<file path="config.mk">
export PLATFORM = sky130hd
export DESIGN_NAME = smps_top
export DESIGN_NICKNAME = d
export VERILOG_FILES = /design/src/smps_pkg.sv /design/src/smps_pk_if.sv /design/src/smps_top.sv /design/src/smps_peak.sv
export VERILOG_INCLUDE_DIRS = /design/src /design/src/src
export SDC_FILE = /design/constraint.sdc
export NUM_CORES = 1
export LEC_CHECK = 0
export BUFFER_PORTS_ARGS = -buffer_cell sky130_fd_sc_hd__buf_4
export CAP_MARGIN = 20
export CORE_MARGIN = 3
export CORE_UTILIZATION = 45
export CTS_BUF_LIST = sky130_fd_sc_hd__clkbuf_4
export CTS_CLUSTER_DIAMETER = 100
export CTS_CLUSTER_SIZE = 20
export DETAILED_ROUTE_END_ITERATION = 7
export PLACE_DENSITY_LB_ADDON = 0.12
export SETUP_SLACK_MARGIN = 0.3
export SLEW_MARGIN = 20
export SYNTH_ARGS = -nofsm -noshare
export SYNTH_HDL_FRONTEND = slang
export SYNTH_SLANG_ARGS = --single-unit
</file>
<file path="constraint.sdc">
create_clock -name sys_clk_i -period 4.47 [get_ports sys_clk_i]
set_clock_uncertainty 0.05 [all_clocks]
set_input_delay 0.6705 -clock sys_clk_i [delete_from_list [all_inputs] [get_ports sys_clk_i]]
set_output_delay 0.6705 -clock sys_clk_i [all_outputs]
set_load 0.02 [all_outputs]
</file>
<file path="src/smps_defs.svh">
`ifndef SMPS_DEFS_SVH
`define SMPS_DEFS_SVH
// Register offsets of the signal monitor statistics unit.
`define SMPS_SYNC_CTL_ADDR    16'h026F
`define SMPS_PERIOD0_ADDR     16'h0271
`define SMPS_PERIOD1_ADDR     16'h0272
`define SMPS_PERIOD2_ADDR     16'h0273
`define SMPS_RB_CTL_ADDR      16'h0274
`define SMPS_RESULT0_ADDR     16'h0275
`define SMPS_RESULT1_ADDR     16'h0276
`define SMPS_RESULT2_ADDR     16'h0277
`define SMPS_WIN_CNT_ADDR     16'h0278
`define SMPS_FRAMER_EN_ADDR   16'h0279
`define SMPS_INSEL_ADDR       16'h027A
// Field positions.
`define SMPS_SYNC_EN_BIT      0
`define SMPS_SYNC_NEXT_BIT    1
`define SMPS_UPDATE_BIT       4
`define SMPS_INSEL_PEAK_BIT   1
// Reset values and codes.
`define SMPS_PERIOD_RST       24'h000080
`define SMPS_SEL_RST          3'h1
`define SMPS_SEL_PEAK         3'h1
`define SMPS_FRAMER_OFF       2'h0
`define SMPS_FRAMER_ON        2'h3
`define SMPS_INSEL_RST        8'h02
`define SMPS_INSEL_MASK       8'h02
`endif

</file>
<file path="src/smps_pkg.sv">
package smps_pkg;
  // Peak result and window length types.
  typedef logic [19:0] smps_result_t;
  typedef logic [23:0] smps_period_t;
endpackage : smps_pkg

</file>
<file path="src/smps_pk_if.sv">
`timescale 1ns/100ps
`default_nettype none
// Carrier between the window timing logic and the peak tracker.
interface smps_pk_if;
  logic [19:0] sample;
  logic        valid;
  logic        clear;
  logic        latch;
  logic [19:0] result;
  // Value the result takes at the next edge, so the framer sees the window just closed.
  logic [19:0] result_nxt;
  modport ctrl (output sample, output valid, output clear, output latch, input result,
                input result_nxt);
  modport peak (input sample, input valid, input clear, input latch, output result,
                output result_nxt);
endinterface : smps_pk_if
`default_nettype wire

</file>
<file path="src/smps_top.sv">
// Summary of operation
// A 24-bit window length in three bytes; low byte resets 0x80, others zero.
// Software writes only even window lengths; odd values are undefined.
// Writing one to the update bit snapshots result and count; bit self-clears.
// Result selection 001, the reset value, routes peak data to readback.
// Result is 20 bits over two bytes and a low nibble; upper nibble zero.
// An 8-bit read-only window counter increments on each period expiry.
// Two-bit framer enable: 00 off, 11 on, resets off.
// Each framer input select bit includes its statistic in the frame; only bit 1 (peak) is kept, the other bits are masked to zero.
// Framer select bit 1 inserts peak data; it resets to one.
// Next-sync mode uses only the next sysref edge, then clears sync enable.
// Peak tracks the window maximum, latches at expiry, then restarts.
`timescale 1ns/100ps
`default_nettype none
`include "smps_defs.svh"
module smps_top
  import smps_pkg::*;
#(
  parameter int RES_W = 20
)
(
  input  wire logic        sys_clk_i,
  input  wire logic        srst_i,
  input  wire logic [15:0] reg_addr_i,
  input  wire logic        reg_wr_i,
  input  wire logic [7:0]  reg_wdata_i,
  input  wire logic        reg_rd_i,
  output logic      [7:0]  reg_rdata_o,
  input  wire logic [19:0] sample_mag_i,
  input  wire logic        sample_valid_i,
  input  wire logic        sysref_i,
  output logic             stat_frame_valid_o,
  output logic      [19:0] stat_frame_peak_o,
  output logic      [7:0]  stat_frame_count_o
);
  smps_pk_if pk ();

  smps_period_t period_r;
  smps_period_t period_nxt;
  smps_period_t cnt_r;
  smps_period_t cnt_nxt;
  logic [2:0]   sel_r;
  logic [2:0]   sel_nxt;
  logic         upd_r;
  logic         upd_nxt;
  logic [1:0]   sync_r;
  logic [1:0]   sync_nxt;
  logic [1:0]   fen_r;
  logic [1:0]   fen_nxt;
  logic [7:0]   insel_r;
  logic [7:0]   insel_nxt;
  logic [7:0]   frame_r;
  logic [7:0]   frame_nxt;
  smps_result_t snap_r;
  smps_result_t snap_nxt;
  logic [7:0]   snap_cnt_r;
  logic [7:0]   snap_cnt_nxt;
  logic [7:0]   rdata_nxt;
  logic         fv_nxt;
  smps_result_t fpeak_nxt;
  logic [7:0]   fcnt_nxt;
  logic         sr_q1;
  logic         sr_q2;
  logic         sr_q3;
  logic         sr_edge;
  logic         restart;
  logic         expire;
  smps_period_t reload;

  // Sysref pin passes two flops; the third only feeds edge detection.
  always_ff @(posedge sys_clk_i)
  begin
    if (srst_i)
    begin
      sr_q1 <= 1'b0;
      sr_q2 <= 1'b0;
      sr_q3 <= 1'b0;
    end
    else
    begin
      sr_q1 <= sysref_i;
      sr_q2 <= sr_q1;
      sr_q3 <= sr_q2;
    end
  end

  // Window timing, sync restart and peak tracker control.
  always_comb
  begin
    sr_edge = sr_q2 & ~sr_q3;
    // Sync restart.
    restart = sync_r[`SMPS_SYNC_EN_BIT] & sr_edge;
    // Odd lengths are not guarded; zero acts as one.
    reload  = (period_r == '0) ? '0 : period_r - 24'h000001;
    expire  = (cnt_r == '0) & ~restart;
    cnt_nxt = (restart | expire) ? reload : cnt_r - 24'h000001;
    // Window count.
    frame_nxt = expire ? frame_r + 8'h01 : frame_r;
    pk.sample = sample_mag_i;
    pk.valid  = sample_valid_i;
    pk.clear  = restart;
    pk.latch  = expire;
  end

  // Register writes and their side effects.
  always_comb
  begin
    period_nxt   = period_r;
    sel_nxt      = sel_r;
    sync_nxt     = sync_r;
    fen_nxt      = fen_r;
    insel_nxt    = insel_r;
    upd_nxt      = 1'b0;
    snap_nxt     = snap_r;
    snap_cnt_nxt = snap_cnt_r;
    // Clear enable after one edge.
    if (restart && sync_r[`SMPS_SYNC_NEXT_BIT])
    begin
      sync_nxt[`SMPS_SYNC_EN_BIT] = 1'b0;
    end
    if (reg_wr_i)
    begin
      case (reg_addr_i)
        // Window length bytes.
        `SMPS_PERIOD0_ADDR: period_nxt[7:0]   = reg_wdata_i;
        `SMPS_PERIOD1_ADDR: period_nxt[15:8]  = reg_wdata_i;
        `SMPS_PERIOD2_ADDR: period_nxt[23:16] = reg_wdata_i;
        `SMPS_SYNC_CTL_ADDR: sync_nxt = reg_wdata_i[1:0];
        `SMPS_RB_CTL_ADDR:
        begin
          sel_nxt = reg_wdata_i[2:0];
          upd_nxt = reg_wdata_i[`SMPS_UPDATE_BIT];
        end
        // Framer enable.
        `SMPS_FRAMER_EN_ADDR: fen_nxt = reg_wdata_i[1:0];
        `SMPS_INSEL_ADDR: insel_nxt = reg_wdata_i & `SMPS_INSEL_MASK;
        default: ;
      endcase
    end
    // Snapshot on update.
    if (upd_r)
    begin
      // Route peak result.
      snap_nxt     = (sel_r == `SMPS_SEL_PEAK) ? pk.result : '0;
      snap_cnt_nxt = frame_r;
    end
  end

  // Readback data, framer insertion.
  always_comb
  begin
    case (reg_addr_i)
      `SMPS_SYNC_CTL_ADDR:  rdata_nxt = {6'h00, sync_r};
      `SMPS_PERIOD0_ADDR:   rdata_nxt = period_r[7:0];
      `SMPS_PERIOD1_ADDR:   rdata_nxt = period_r[15:8];
      `SMPS_PERIOD2_ADDR:   rdata_nxt = period_r[23:16];
      // Update bit reads as pending only.
      `SMPS_RB_CTL_ADDR:    rdata_nxt = {3'h0, upd_r, 1'b0, sel_r};
      `SMPS_RESULT0_ADDR:   rdata_nxt = snap_r[7:0];
      `SMPS_RESULT1_ADDR:   rdata_nxt = snap_r[15:8];
      // Upper nibble zero.
      `SMPS_RESULT2_ADDR:   rdata_nxt = {4'h0, snap_r[19:16]};
      `SMPS_WIN_CNT_ADDR:   rdata_nxt = snap_cnt_r;
      `SMPS_FRAMER_EN_ADDR: rdata_nxt = {6'h00, fen_r};
      `SMPS_INSEL_ADDR:     rdata_nxt = insel_r;
      default:              rdata_nxt = 8'h00;
    endcase
    if (!reg_rd_i)
    begin
      rdata_nxt = reg_rdata_o;
    end
    // Insert selected statistics.
    fv_nxt    = expire && (fen_r == `SMPS_FRAMER_ON) && (insel_r != 8'h00);
    // Peak data field.
    fpeak_nxt = insel_r[`SMPS_INSEL_PEAK_BIT] ? pk.result_nxt : '0;
    fcnt_nxt  = frame_nxt;
    if (!fv_nxt)
    begin
      fpeak_nxt = stat_frame_peak_o;
      fcnt_nxt  = stat_frame_count_o;
    end
  end

  // Register all state except the sysref synchroniser flops.
  always_ff @(posedge sys_clk_i)
  begin
    if (srst_i)
    begin
      period_r           <= `SMPS_PERIOD_RST;
      cnt_r              <= `SMPS_PERIOD_RST - 24'h000001; // First window is one length.
      sel_r              <= `SMPS_SEL_RST;
      upd_r              <= 1'b0;
      sync_r             <= 2'h0;
      fen_r              <= `SMPS_FRAMER_OFF;
      insel_r            <= `SMPS_INSEL_RST;
      frame_r            <= 8'h00;
      snap_r             <= '0;
      snap_cnt_r         <= 8'h00;
      reg_rdata_o        <= 8'h00;
      stat_frame_valid_o <= 1'b0;
      stat_frame_peak_o  <= '0;
      stat_frame_count_o <= 8'h00;
    end
    else
    begin
      period_r           <= period_nxt;
      cnt_r              <= cnt_nxt;
      sel_r              <= sel_nxt;
      upd_r              <= upd_nxt;
      sync_r             <= sync_nxt;
      fen_r              <= fen_nxt;
      insel_r            <= insel_nxt;
      frame_r            <= frame_nxt;
      snap_r             <= snap_nxt;
      snap_cnt_r         <= snap_cnt_nxt;
      reg_rdata_o        <= rdata_nxt;
      stat_frame_valid_o <= fv_nxt;
      stat_frame_peak_o  <= fpeak_nxt;
      stat_frame_count_o <= fcnt_nxt;
    end
  end

  smps_peak u_peak (
    .sys_clk_i (sys_clk_i),
    .srst_i    (srst_i),
    .pk        (pk.peak)
  );
endmodule : smps_top
`default_nettype wire

</file>
<file path="src/smps_peak.sv">
`timescale 1ns/100ps
`default_nettype none
// Tracks the largest magnitude in a window and latches it at window end.
module smps_peak
  import smps_pkg::*;
(
  input  wire logic  sys_clk_i,
  input  wire logic  srst_i,
  smps_pk_if.peak    pk
);
  smps_result_t max_r;
  smps_result_t max_nxt;
  smps_result_t res_r;
  smps_result_t res_nxt;
  smps_result_t cand;

  // Next running maximum and held result.
  always_comb
  begin
    cand    = (pk.valid && (pk.sample > max_r)) ? pk.sample : max_r;
    max_nxt = cand;
    res_nxt = res_r;
    if (pk.clear)
    begin
      max_nxt = '0;
    end
    // Latch and restart.
    else if (pk.latch)
    begin
      res_nxt = cand;
      max_nxt = pk.valid ? pk.sample : '0;
    end
  end

  // Register the tracker state.
  always_ff @(posedge sys_clk_i)
  begin
    if (srst_i)
    begin
      max_r <= '0;
      res_r <= '0;
    end
    else
    begin
      max_r <= max_nxt;
      res_r <= res_nxt;
    end
  end

  // Held result, and the value latched at the coming edge for the framer.
  assign pk.result     = res_r;
  assign pk.result_nxt = res_nxt;
endmodule : smps_peak
`default_nettype wire

</file>
==> results.py, run 1 <==
metrics = {
    "power": {
        "pwr_density_cell_mw_per_mm2": 281,
        "vdd_drop_max_v": 0.000146,
        "p_leak_nw": 3.60,
    },
    "routing": {
        "drt-vias-per-instance": 5.67,
        "drt_iter0_markers": 512,
        "wl_um": 22000,
        "wl_per_cell_um": 17.7,
        "ant_nets": 0,
        "vias": 7053,
        "firstDrtPassIters": 6,
        "drc": 0,
    },
    "floorplanning": {
        "initial_utilization_pct": 46.9,
        "row_count": 48,
        "core_region_area_mm2": 0.0177,
        "io_pins": 87,
        "fp.dieW_um": 142,
        "chipHeight_um": 142,
        "die_area_mm2": 0.0200,
    },
    "logic_synthesis": {
        "synth_ff_type": "dfxtp_1",
        "synth_top_area_share_pct": 41.9,
        "postSynthCellCount": 951,
        "synth-compound-area-share_pct": 16.5,
        "synth-seq-area-share_pct": 41.9,
        "async_reset_ff_share_pct": 0,
        "yosysTopAreaCell": "dfxtp_1",
        "synth_edf_count": 0,
        "yosysMostFrequentCell": "dfxtp_1",
        "synthMuxAreaShare_pct": 6.91,
        "ys_types": 60,
        "synthSimpleGateAreaFrac_pct": 21.5,
        "syn-cell-area_mm2": 0.00827,
        "ys_top_cells_by_count": "173 x dfxtp_1, 137 x nor2_1, 57 x clkbuf_1, 56 x mux2i_1, 55 x nand2_1",
        "synth_top_family_by_area": "simple AND/OR/NAND/NOR gates",
        "synthXorXnorAreaFrac_pct": 4.87,
        "synth-warning-count": 0,
        "synth-seq-cells": 173,
        "syn_nets": 1024,
        "synth_area_leaders": "dfxtp_1 42%, mux2i_1 6.8%, nor2_1 6.2%",
        "synthAdderAreaFrac_pct": 3.48,
        "avgSynthCellArea_um2": 8.70,
    },
    "placed_design": {
        "dp.cells": 1211,
        "dpl.hpwl_um": 15700,
        "place_area_mm2": 0.00911,
        "port_buffers": 86,
        "gp_congestion": 0.920,
        "pre_cts_ws_ns": 1.11,
    },
    "clock_tree": {
        "cts-root-buf": "clkbuf_4",
        "post_cts_buffers": 0,
        "cts_hold_buf": 0,
        "insertion_delay_ns": 0.59,
        "cts_sinks": 173,
        "cts_resized": 0,
        "cts_tree": "built",
        "cts.path.max_buffers": 2,
        "cts_made_buffers": 17,
        "htree_levels": 4,
        "clk_pin_slew_worst_paths_ns": 0.14,
    },
    "timing": {
        "relSlewSlack_pct": 38.7,
        "hold_violations": 0,
        "post-route-period-util_pct": 71.2,
        "worstMarginPinSlew_ns": 0.919,
        "slew_violations": 0,
        "timing.hold.ws_ns": 0.258,
        "max_freq_mhz": 314,
        "tns_ns": 0,
        "grt_setup_unrepaired": "no",
        "setup_viol": 0,
        "fin_crit_ns": 3.18,
        "setup_ws_ns": 1.29,
    },
    "critical_path": {
        "r2r-start": "cnt_r[13]",
        "cp.arrival_ns": 3.57,
        "rrSetupSlack_ns": 1.29,
        "path_max_fanout": 22,
        "reg2reg_to": "stat_frame_peak_o[5]",
        "crit_required_ns": 4.85,
        "end_kind": "flop",
        "critPathLaunch": "cnt_r[13]",
        "startpoint_type": "flop",
        "crit_type": "flop to flop",
        "r2r_cells": 7,
    },
    "hold_path": {
        "hold_class": "input port to flop",
        "hold_path.startpoint": "sysref_i",
        "hold_depth": 2,
        "whs_endpoint": "sr_q1",
    },
    "global_routing": {
        "grt_max_degree": 58,
        "grt_overflow": 0,
        "antenna_found_initial": 1,
        "grt_pass1_wl_um": 35600,
        "grt_pass1_vias": 6462,
        "gr-usage-all-layers_pct": 22.1,
    },
    "final_layout": {
        "nets": 1078,
        "fillers": 1693,
        "syn_to_final_growth_pct": 13.2,
        "drive_above_1_share_pct": 15.5,
        "fin_area_mm2": 0.00936,
        "fin_cells": 1244,
    },
    "run_status": {
        "status": "completed",
    },
    "run": {
        "maxCapViolCount": 0,
    },
}
[power by group]
part | leakage, nW | switching (mW) | internal, mW
logic | 2.07 | 0.137 | 0.0961
registers | 1.40 | 0.0128 | 1.56
clock network | 0.131 | 0.583 | 0.245
total | 3.60 | 0.732 | 1.90
[final cells by class]
type                    instances  area [um^2]  area share, %
multi-input cells             676         4450           47.5
flip-flops and latches        173         3460           37.0
repair buffers                104          793           8.47
well taps                     225          282           3.01
clock buffers                  19          143           1.52
inverters                      33          124           1.32
clock inverters                13          109           1.16
diodes                          1         2.50         0.0267
[worst max-delay path: stages (launching register included)]
cell and delay [ns]:
dfxtp_1 0.36, or4_1 0.57, or4_1 0.72, nor4_4 0.30, and4_1 0.55, nor2_1 0.08, buf_4 0.25, o2bb2ai_1 0.16
[per-stage QoR]
stage          util [%]  power (mW)
6_report           53.0        2.63
5_1_grt            53.0        2.76
4_1_cts            53.0        2.66
3_5_place_dp       51.6        1.84
3_3_place_gp       51.6        1.84
2_1_floorplan         -        1.74
[layout by cell type, fill, tap and decap left out, types with 5 or more instances in the layout]
| master | instances |
|---|---|
| clkbuf_4 | 19 |
| nor4_1 | 16 |
| ha_1 | 23 |
| nand3_1 | 52 |
| a211oi_1 | 20 |
| a21oi_1 | 41 |
| nand2_1 | 55 |
| buf_4 | 103 |
| o2bb2ai_1 | 25 |
| a211oi_2 | 5 |
| inv_1 | 33 |
| xor2_1 | 20 |
| xnor2_1 | 26 |
| o22a_1 | 16 |
| dfxtp_1 | 173 |
| mux2i_1 | 56 |
| nand4_1 | 12 |
| a221oi_1 | 5 |
| o21ai_0 | 17 |
| nor2_1 | 136 |
| o22ai_1 | 21 |
| nor3_1 | 14 |
| nor2b_1 | 24 |
| or4_1 | 12 |
| or3_1 | 9 |
[worst max path at each step]
stage                            end
2_1_floorplan    u_peak.pk.result[1]
3_3_place_gp    u_peak.pk.result[11]
3_5_place_dp    u_peak.pk.result[11]
4_1_cts         stat_frame_peak_o[5]
5_1_grt        stat_frame_peak_o[19]
6_report        stat_frame_peak_o[5]
[sequential cells by signal, indices dropped and copies added (netlist names)]
signal              flops
cnt_r                  24
period_r               24
snap_r                 20
stat_frame_peak_o      20
u_peak.max_r           20
u_peak.pk.result       20
frame_r                 8
reg_rdata_o             8
snap_cnt_r              8
stat_frame_count_o      8
sel_r                   3
fen_r                   2
sync_r                  2
insel_r                 1
sr_q1                   1
sr_q2                   1
sr_q3                   1
stat_frame_valid_o      1
upd_r                   1
[per-layer routing]
metal,share of wire [%],track usage [%],routed length [um]
met5,0,0,0
met4,1.6,6.16,355
met3,5.2,4.25,1140
met2,45,34.0,9960
met1,48,31.8,10500
[logic make-up after synthesis]
kind of cell / count (synthesis)
AO/OA/AOI/OAI: 188
buffers and inverters: 102
multiplexers: 57
adder cells (fa/ha/maj): 23
XOR/XNOR: 46
flip-flops: 173
AND/OR/NAND/NOR: 362
(Power assumes the default switching activity.)
==> inputs of run 2 (changes only) <==
clock period = 2.9 ns   (was 4.47 ns; I/O delays follow)
==> run 2 against run 1 <==
  * The run now ends with DRC left
  * Worst setup slack worse by 0.99 ns
  * Die area unchanged
  * Cell area up 5.5%
  * Utilization up 2.9 points
  * Combinational power up 76%
  * Cell count up 2.7%
  * Via count up 3.3%
  * Sequential power up 55%
  * Global-route usage up 0.36 points
  * Critical path depth up 4
==> results.py, run 2 (synthesis results as in run 1) <==
metrics = {
    "routing": {
        "wl_um": 22800,
        "drt-vias-per-instance": 5.70,
        "drt_iter0_markers": 669,
        "drc": 1,
        "vias": 7283,
        "wl_per_cell_um": 17.8,
        "ant_nets": 0,
        "firstDrtPassIters": 8,
    },
    "critical_path": {
        "end_kind": "flop",
        "crit_required_ns": 3.35,
        "worstPathCellList": "inv_1 > ha_1 > a21oi_1 > a31oi_1 > o31ai_1 > a31oi_4 > buf_12 > mux2i_4 > buf_6 > buf_6 > o22ai_1",
        "r2r_cells": 11,
        "critPathCapture": "u_peak.max_r[13]",
        "slowest_delay_ns": 0.39,
        "critPathSlowestCell": "dfxtp_1",
        "startpoint_type": "flop",
        "cp.arrival_ns": 3.05,
        "rrSetupSlack_ns": 0.30,
        "crit_type": "flop to flop",
        "critPathLaunch": "u_peak.max_r[3]",
        "cp.depth": 11,
        "crit_buf_inv": 4,
        "crit_family": "compound AO/OA/AOI/OAI gates",
        "r2r-start": "u_peak.max_r[3]",
        "path_max_fanout": 14,
        "worst_path_most_repeated_cell": "buf_6",
        "reg2reg_to": "u_peak.max_r[13]",
    },
    "final_layout": {
        "nets": 1112,
        "syn_to_final_growth_pct": 19.4,
        "final_common_cell": "dfxtp_1",
        "top_regs": "cnt_r x24, period_r x24",
        "drive_above_1_share_pct": 20.1,
        "fin_area_mm2": 0.00988,
        "fillers": 1638,
        "fin_cells": 1278,
        "final_cell_mix": "169 x dfxtp_1, 136 x nor2_1, 123 x buf_4",
        "final_core_util_pct": 55.9,
    },
    "power": {
        "p_comb_share_pct": 9.7,
        "vdd_drop_max_v": 0.000323,
        "p_leak_nw": 3.82,
        "seqPwrFrac_pct": 57.4,
        "power.share.clock_pct": 32.9,
        "report.power.total_mw": 4.23,
        "pwr_density_cell_mw_per_mm2": 428,
        "switching_share_pct": 28.0,
        "p_sw_mw": 1.18,
        "p_int_mw": 3.04,
    },
    "timing": {
        "relSlewSlack_pct": 42.1,
        "worstMarginPinSlew_ns": 0.847,
        "timing.hold.ws_ns": 0.0289,
        "tns_ns": 0,
        "post-route-period-util_pct": 89.8,
        "setup_viol": 0,
        "max_freq_mhz": 384,
        "fin_crit_ns": 2.60,
        "hold_violations": 0,
        "setup_ws_ns": 0.297,
        "grt_setup_unrepaired": "yes",
        "slew_violations": 0,
    },
    "run_status": {
        "status": "finished, violations left",
        "violations": "DRC",
    },
    "floorplanning": {
        "die_area_mm2": 0.0200,
        "initial_utilization_pct": 46.9,
        "chipHeight_um": 142,
        "core_region_area_mm2": 0.0177,
        "row_count": 48,
        "fp.dieW_um": 142,
        "io_pins": 87,
    },
    "hold_path": {
        "hold_depth": 2,
        "hold_class": "input port to flop",
    },
    "global_routing": {
        "grt_overflow": 0,
        "use_met1_pct": 32.4,
        "grt_use_met2_pct": 34.6,
        "grt_pass1_wl_um": 36300,
        "grt_max_degree": 51,
        "grt_pass1_vias": 6695,
        "grt_busiest_layer": "met2",
        "antenna_found_initial": 1,
        "gr-usage-all-layers_pct": 22.5,
        "use_met3_pct": 4.28,
    },
    "clock_tree": {
        "cts_sinks": 173,
        "cts.path.max_buffers": 2,
        "cts-root-buf": "clkbuf_4",
        "cts_tree": "built",
        "htree_levels": 4,
        "cts_made_buffers": 17,
        "clk_pin_slew_worst_paths_ns": 0.16,
        "insertion_delay_ns": 0.58,
    },
    "placed_design": {
        "dpl.hpwl_um": 16100,
        "place_area_mm2": 0.00937,
        "port_buffers": 86,
        "gp_congestion": 0.907,
        "dp.cells": 1236,
        "pre_cts_ws_ns": 0.115,
    },
    "run": {
        "maxCapViolCount": 0,
    },
}
[run 2: cell types whose count changed in the layout (fill, tap and decap cells not counted), sizes merged]
cell	delta
inv	+2
bufinv	+1
buf	+33
clkinvlp	-3
clkbuf	-1
clkinv	+2
[run 2: layout make-up]
class	instances	area (um^2)	share of cell area, %
diodes	1	2.50	0.0253
clock buffers	17	128	1.29
clock inverters	15	155	1.57
inverters	33	124	1.25
multi-input cells	676	4570	46.2
flip-flops and latches	173	3470	35.1
well taps	225	282	2.85
repair buffers	138	1150	11.6
[run 2: layer usage]
layer  wire [um]  vias to the layer above
met2       10400                      208
li1            -                     3583
met5           0                        -
met3        1260                       30
met4         466                        0
met1       10700                     3462
[run 2: power by group through the flow]
stage | logic, mW | registers [mW] | clock network [mW]
after floorplan | 0.221 | 2.47 | 0
after global placement | 0.369 | 2.47 | 0
after detailed placement | 0.369 | 2.48 | 0
after CTS | 0.372 | 2.42 | 1.42
after global routing | 0.448 | 2.43 | 1.52
final | 0.410 | 2.43 | 1.39
[run 2: timing repair]
item	4_1_cts	5_1_grt
setup buffers	1	5
hold buffers	0	0
resized for setup	6	29
pin swaps	0	3
cloned	0	3
setup endpoints to repair	79	91
[run 2: worst min path at each step]
stage               startpoint  endpoint  slack [ns]
global placement         sr_q1     sr_q2        0.37
CTS                   sysref_i     sr_q1       0.005
global route          sysref_i     sr_q1     -0.0006
floorplan                sr_q1     sr_q2        0.36
detailed placement       sr_q1     sr_q2        0.39
finish                sysref_i     sr_q1        0.03
[run 2: worst reg2reg max path: stages (launching register included)]
cell and delay (ns):
dfxtp_1 0.39, inv_1 0.06, ha_1 0.32, a21oi_1 0.18, a31oi_1 0.13, o31ai_1 0.39
a31oi_4 0.21, buf_12 0.22, mux2i_4 0.24, buf_6 0.15, buf_6 0.11, o22ai_1 0.08
==> inputs of run 3 (changes only) <==
SYNTH_HIERARCHICAL = 1   (was unset)
==> run 3 against run 2 <==
  * The run now ends clean
  * Critical path depth shrank 2
  * Non-clock buffer count grew 9
  * Die area grew 7.3%
  * Sequential share of layout area shrank 3.7 points
  * Via count grew 9.6%
  * Fmax shrank 4.5%
  * Total power grew 6.2%
  * Critical path type unchanged
  * Largest cell class unchanged
  * Highest routed layer unchanged
==> results.py, run 3 <==
metrics = {
    "placed_design": {
        "dp.cells": 1326,
        "port_buffers": 86,
        "gp_congestion": 0.867,
        "pre_cts_ws_ns": 0.0222,
        "dpl.hpwl_um": 17300,
        "place_area_mm2": 0.00999,
    },
    "logic_synthesis": {
        "synthAdderAreaFrac_pct": 3.51,
        "yosysMostFrequentCell": "dfxtp_1",
        "synth-compound-area-share_pct": 16.3,
        "synth_top_family_by_area": "simple AND/OR/NAND/NOR gates",
        "avgSynthCellArea_um2": 8.77,
        "syn_nets": 1091,
        "synthSimpleGateAreaFrac_pct": 23.1,
        "synth_area_leaders": "dfxtp_1 39%, mux2i_1 7.1%, nor2_1 6.4%",
        "synthMuxAreaShare_pct": 8.60,
        "syn-cell-area_mm2": 0.00891,
        "ys_types": 71,
        "yosysTopAreaCell": "dfxtp_1",
        "synth_ff_type": "dfxtp_1",
        "postSynthCellCount": 1016,
        "synth-seq-area-share_pct": 38.9,
        "synth-seq-cells": 173,
        "ys_top_cells_by_count": "173 x dfxtp_1, 151 x nor2_1, 63 x mux2i_1, 57 x a211oi_1, 55 x a21oi_1",
        "synth-warning-count": 6,
        "synthXorXnorAreaFrac_pct": 5.11,
        "synth_edf_count": 0,
        "synth_top_area_share_pct": 38.9,
        "async_reset_ff_share_pct": 0,
    },
    "timing": {
        "worstMarginPinSlew_ns": 0.634,
        "post-route-period-util_pct": 94.0,
        "grt_setup_unrepaired": "yes",
        "hold_violations": 0,
        "timing.hold.ws_ns": 0.0341,
        "slew_violations": 0,
        "relSlewSlack_pct": 57.7,
        "setup_ws_ns": 0.175,
        "setup_viol": 0,
        "max_freq_mhz": 367,
        "fin_crit_ns": 2.73,
        "tns_ns": 0,
    },
    "floorplanning": {
        "initial_utilization_pct": 46.7,
        "core_region_area_mm2": 0.0191,
        "fp.dieW_um": 147,
        "die_area_mm2": 0.0215,
        "io_pins": 87,
        "row_count": 50,
        "chipHeight_um": 147,
    },
    "global_routing": {
        "grt_pass1_wl_um": 40400,
        "gr-usage-all-layers_pct": 23.2,
        "grt_overflow": 0,
        "antenna_found_initial": 1,
        "grt_max_degree": 76,
        "grt_pass1_vias": 7522,
    },
    "critical_path": {
        "crit_buf_inv": 2,
        "cp.arrival_ns": 3.16,
        "crit_type": "flop to flop",
        "worstPathCellList": "inv_1 > ha_4 > nand4_1 > or3_4 > or3_4 > o21a_4 > a32o_2 > clkbuf_16 > a32o_1",
        "r2r_cells": 9,
        "reg2reg_to": "u_peak/max_r[9]",
        "crit_required_ns": 3.34,
        "rrSetupSlack_ns": 0.17,
        "path_max_fanout": 5,
        "slowest_delay_ns": 0.37,
        "end_kind": "flop",
        "startpoint_type": "flop",
        "critPathSlowestCell": "dfxtp_2",
        "critPathLaunch": "u_peak/max_r[19]",
        "crit_family": "simple AND/OR/NAND/NOR gates",
        "r2r-start": "u_peak/max_r[19]",
        "worst_path_most_repeated_cell": "or3_4",
    },
    "final_layout": {
        "final_common_cell": "dfxtp_1",
        "syn_to_final_growth_pct": 24.5,
        "nets": 1192,
        "top_regs": "cnt_r x24, period_r x24",
        "drive_above_1_share_pct": 25.5,
        "fin_area_mm2": 0.0111,
        "fin_cells": 1394,
        "final_cell_mix": "162 x dfxtp_1, 140 x nor2_1, 123 x buf_4",
    },
    "power": {
        "seqPwrFrac_pct": 54.3,
        "p_leak_nw": 4.30,
        "pwr_density_cell_mw_per_mm2": 405,
        "p_int_mw": 3.21,
        "power.share.clock_pct": 33.0,
        "p_comb_share_pct": 12.7,
        "vdd_drop_max_v": 0.000287,
        "p_sw_mw": 1.27,
        "switching_share_pct": 28.3,
    },
    "hold_path": {
        "hold_class": "input port to flop",
        "whs_endpoint": "u_peak/max_r[5]",
        "hold_depth": 2,
        "hold_path.startpoint": "sample_mag_i[5]",
    },
    "routing": {
        "drt-vias-per-instance": 5.73,
        "drc": 0,
        "wl_um": 26000,
        "wl_per_cell_um": 18.7,
        "vias": 7981,
        "ant_nets": 0,
        "drt_iter0_markers": 575,
        "dr_wl_met2_um": 13000,
        "met3_wirelength_um": 1130,
        "wl_met1_um": 11500,
        "route.top_layer_used": "met4",
        "firstDrtPassIters": 5,
    },
    "clock_tree": {
        "cts_tree": "built",
        "htree_levels": 4,
        "cts-root-buf": "clkbuf_4",
        "insertion_delay_ns": 0.58,
        "clk_pin_slew_worst_paths_ns": 0.16,
        "cts.path.max_buffers": 2,
        "cts_made_buffers": 17,
        "cts_sinks": 173,
    },
    "run": {
        "maxCapViolCount": 0,
    },
    "run_status": {
        "status": "completed",
    },
}
run 3: cell count changes in the layout (fill, tap and decap cells not counted), sizes merged, moves of 12 or more:
cell     change
nor2        +14
a32o        +16
or2         +19
a211oi      +32
nand3       -27
o22a        -16
xnor2       +13
nand2       -12
nand2b      +12
a21oi       +14
o2bb2ai     -25
run 3: final cells by class:
type                    count  area (um^2)
diodes                      4         10.0
multi-input cells         747         5480
inverters                  31          116
flip-flops and latches    173         3480
well taps                 260          325
repair buffers            147         1380
clock buffers              19          143
clock inverters            13          155
fillers                  1734         8000
run 3: how the worst max path moves through the flow:
stage / end / slack [ns] / cells after the start
global route: stat_frame_peak_o[16] / 0.09 / 10
global placement: stat_frame_peak_o[2] / 0.08 / 11
floorplan: stat_frame_peak_o[10] / 0.30 / 10
finish: u_peak/max_r[9] / 0.17 / 9
detailed placement: stat_frame_peak_o[12] / 0.02 / 11
CTS: stat_frame_peak_o[3] / 0.28 / 11
run 3: repair_timing:
| action | 4_1_cts | 5_1_grt |
|---|---|---|
| resized for setup | 38 | 41 |
| buffers inserted | 11 | 5 |
| cloned | 3 | 6 |
| hold buffers | 2 | 5 |
| hold endpoints to repair | 2 | 5 |
| pin swaps | 6 | 8 |
| setup endpoints to repair | 47 | 73 |
run 3: metrics by stage:
stage / power, mW / util [%]
CTS: 4.44 / 56.0
global placement: 2.89 / 52.4
floorplan: 2.73 / -
detailed placement: 2.90 / 52.4
global route: 4.69 / 58.1
finish: 4.49 / 58.1
run 3: kinds of logic (layout without fill, tap and decap cells):
kind of cell,Yosys count,count (layout)
fa+ha+maj,25,25
other cells,0,4
flops,173,173
mux,73,73
compound gates,206,206
buf+inv,96,210
simple gates,391,391
xor+xnor,52,52
run 3: metal layers:
layer  GRT usage [%]  vias up
met5               0        -
met4            5.69        0
met3            4.03       27
met2            39.3      193
met1            30.7     3880
li1                -     3881
run 3: power by group through the flow:
stage | Combinational, mW | Clock [mW] | Sequential, mW
2_1_floorplan | 0.251 | 0 | 2.48
3_3_place_gp | 0.406 | 0 | 2.48
3_5_place_dp | 0.411 | 0 | 2.48
4_1_cts | 0.498 | 1.51 | 2.43
5_1_grt | 0.611 | 1.63 | 2.44
6_report | 0.568 | 1.48 | 2.44
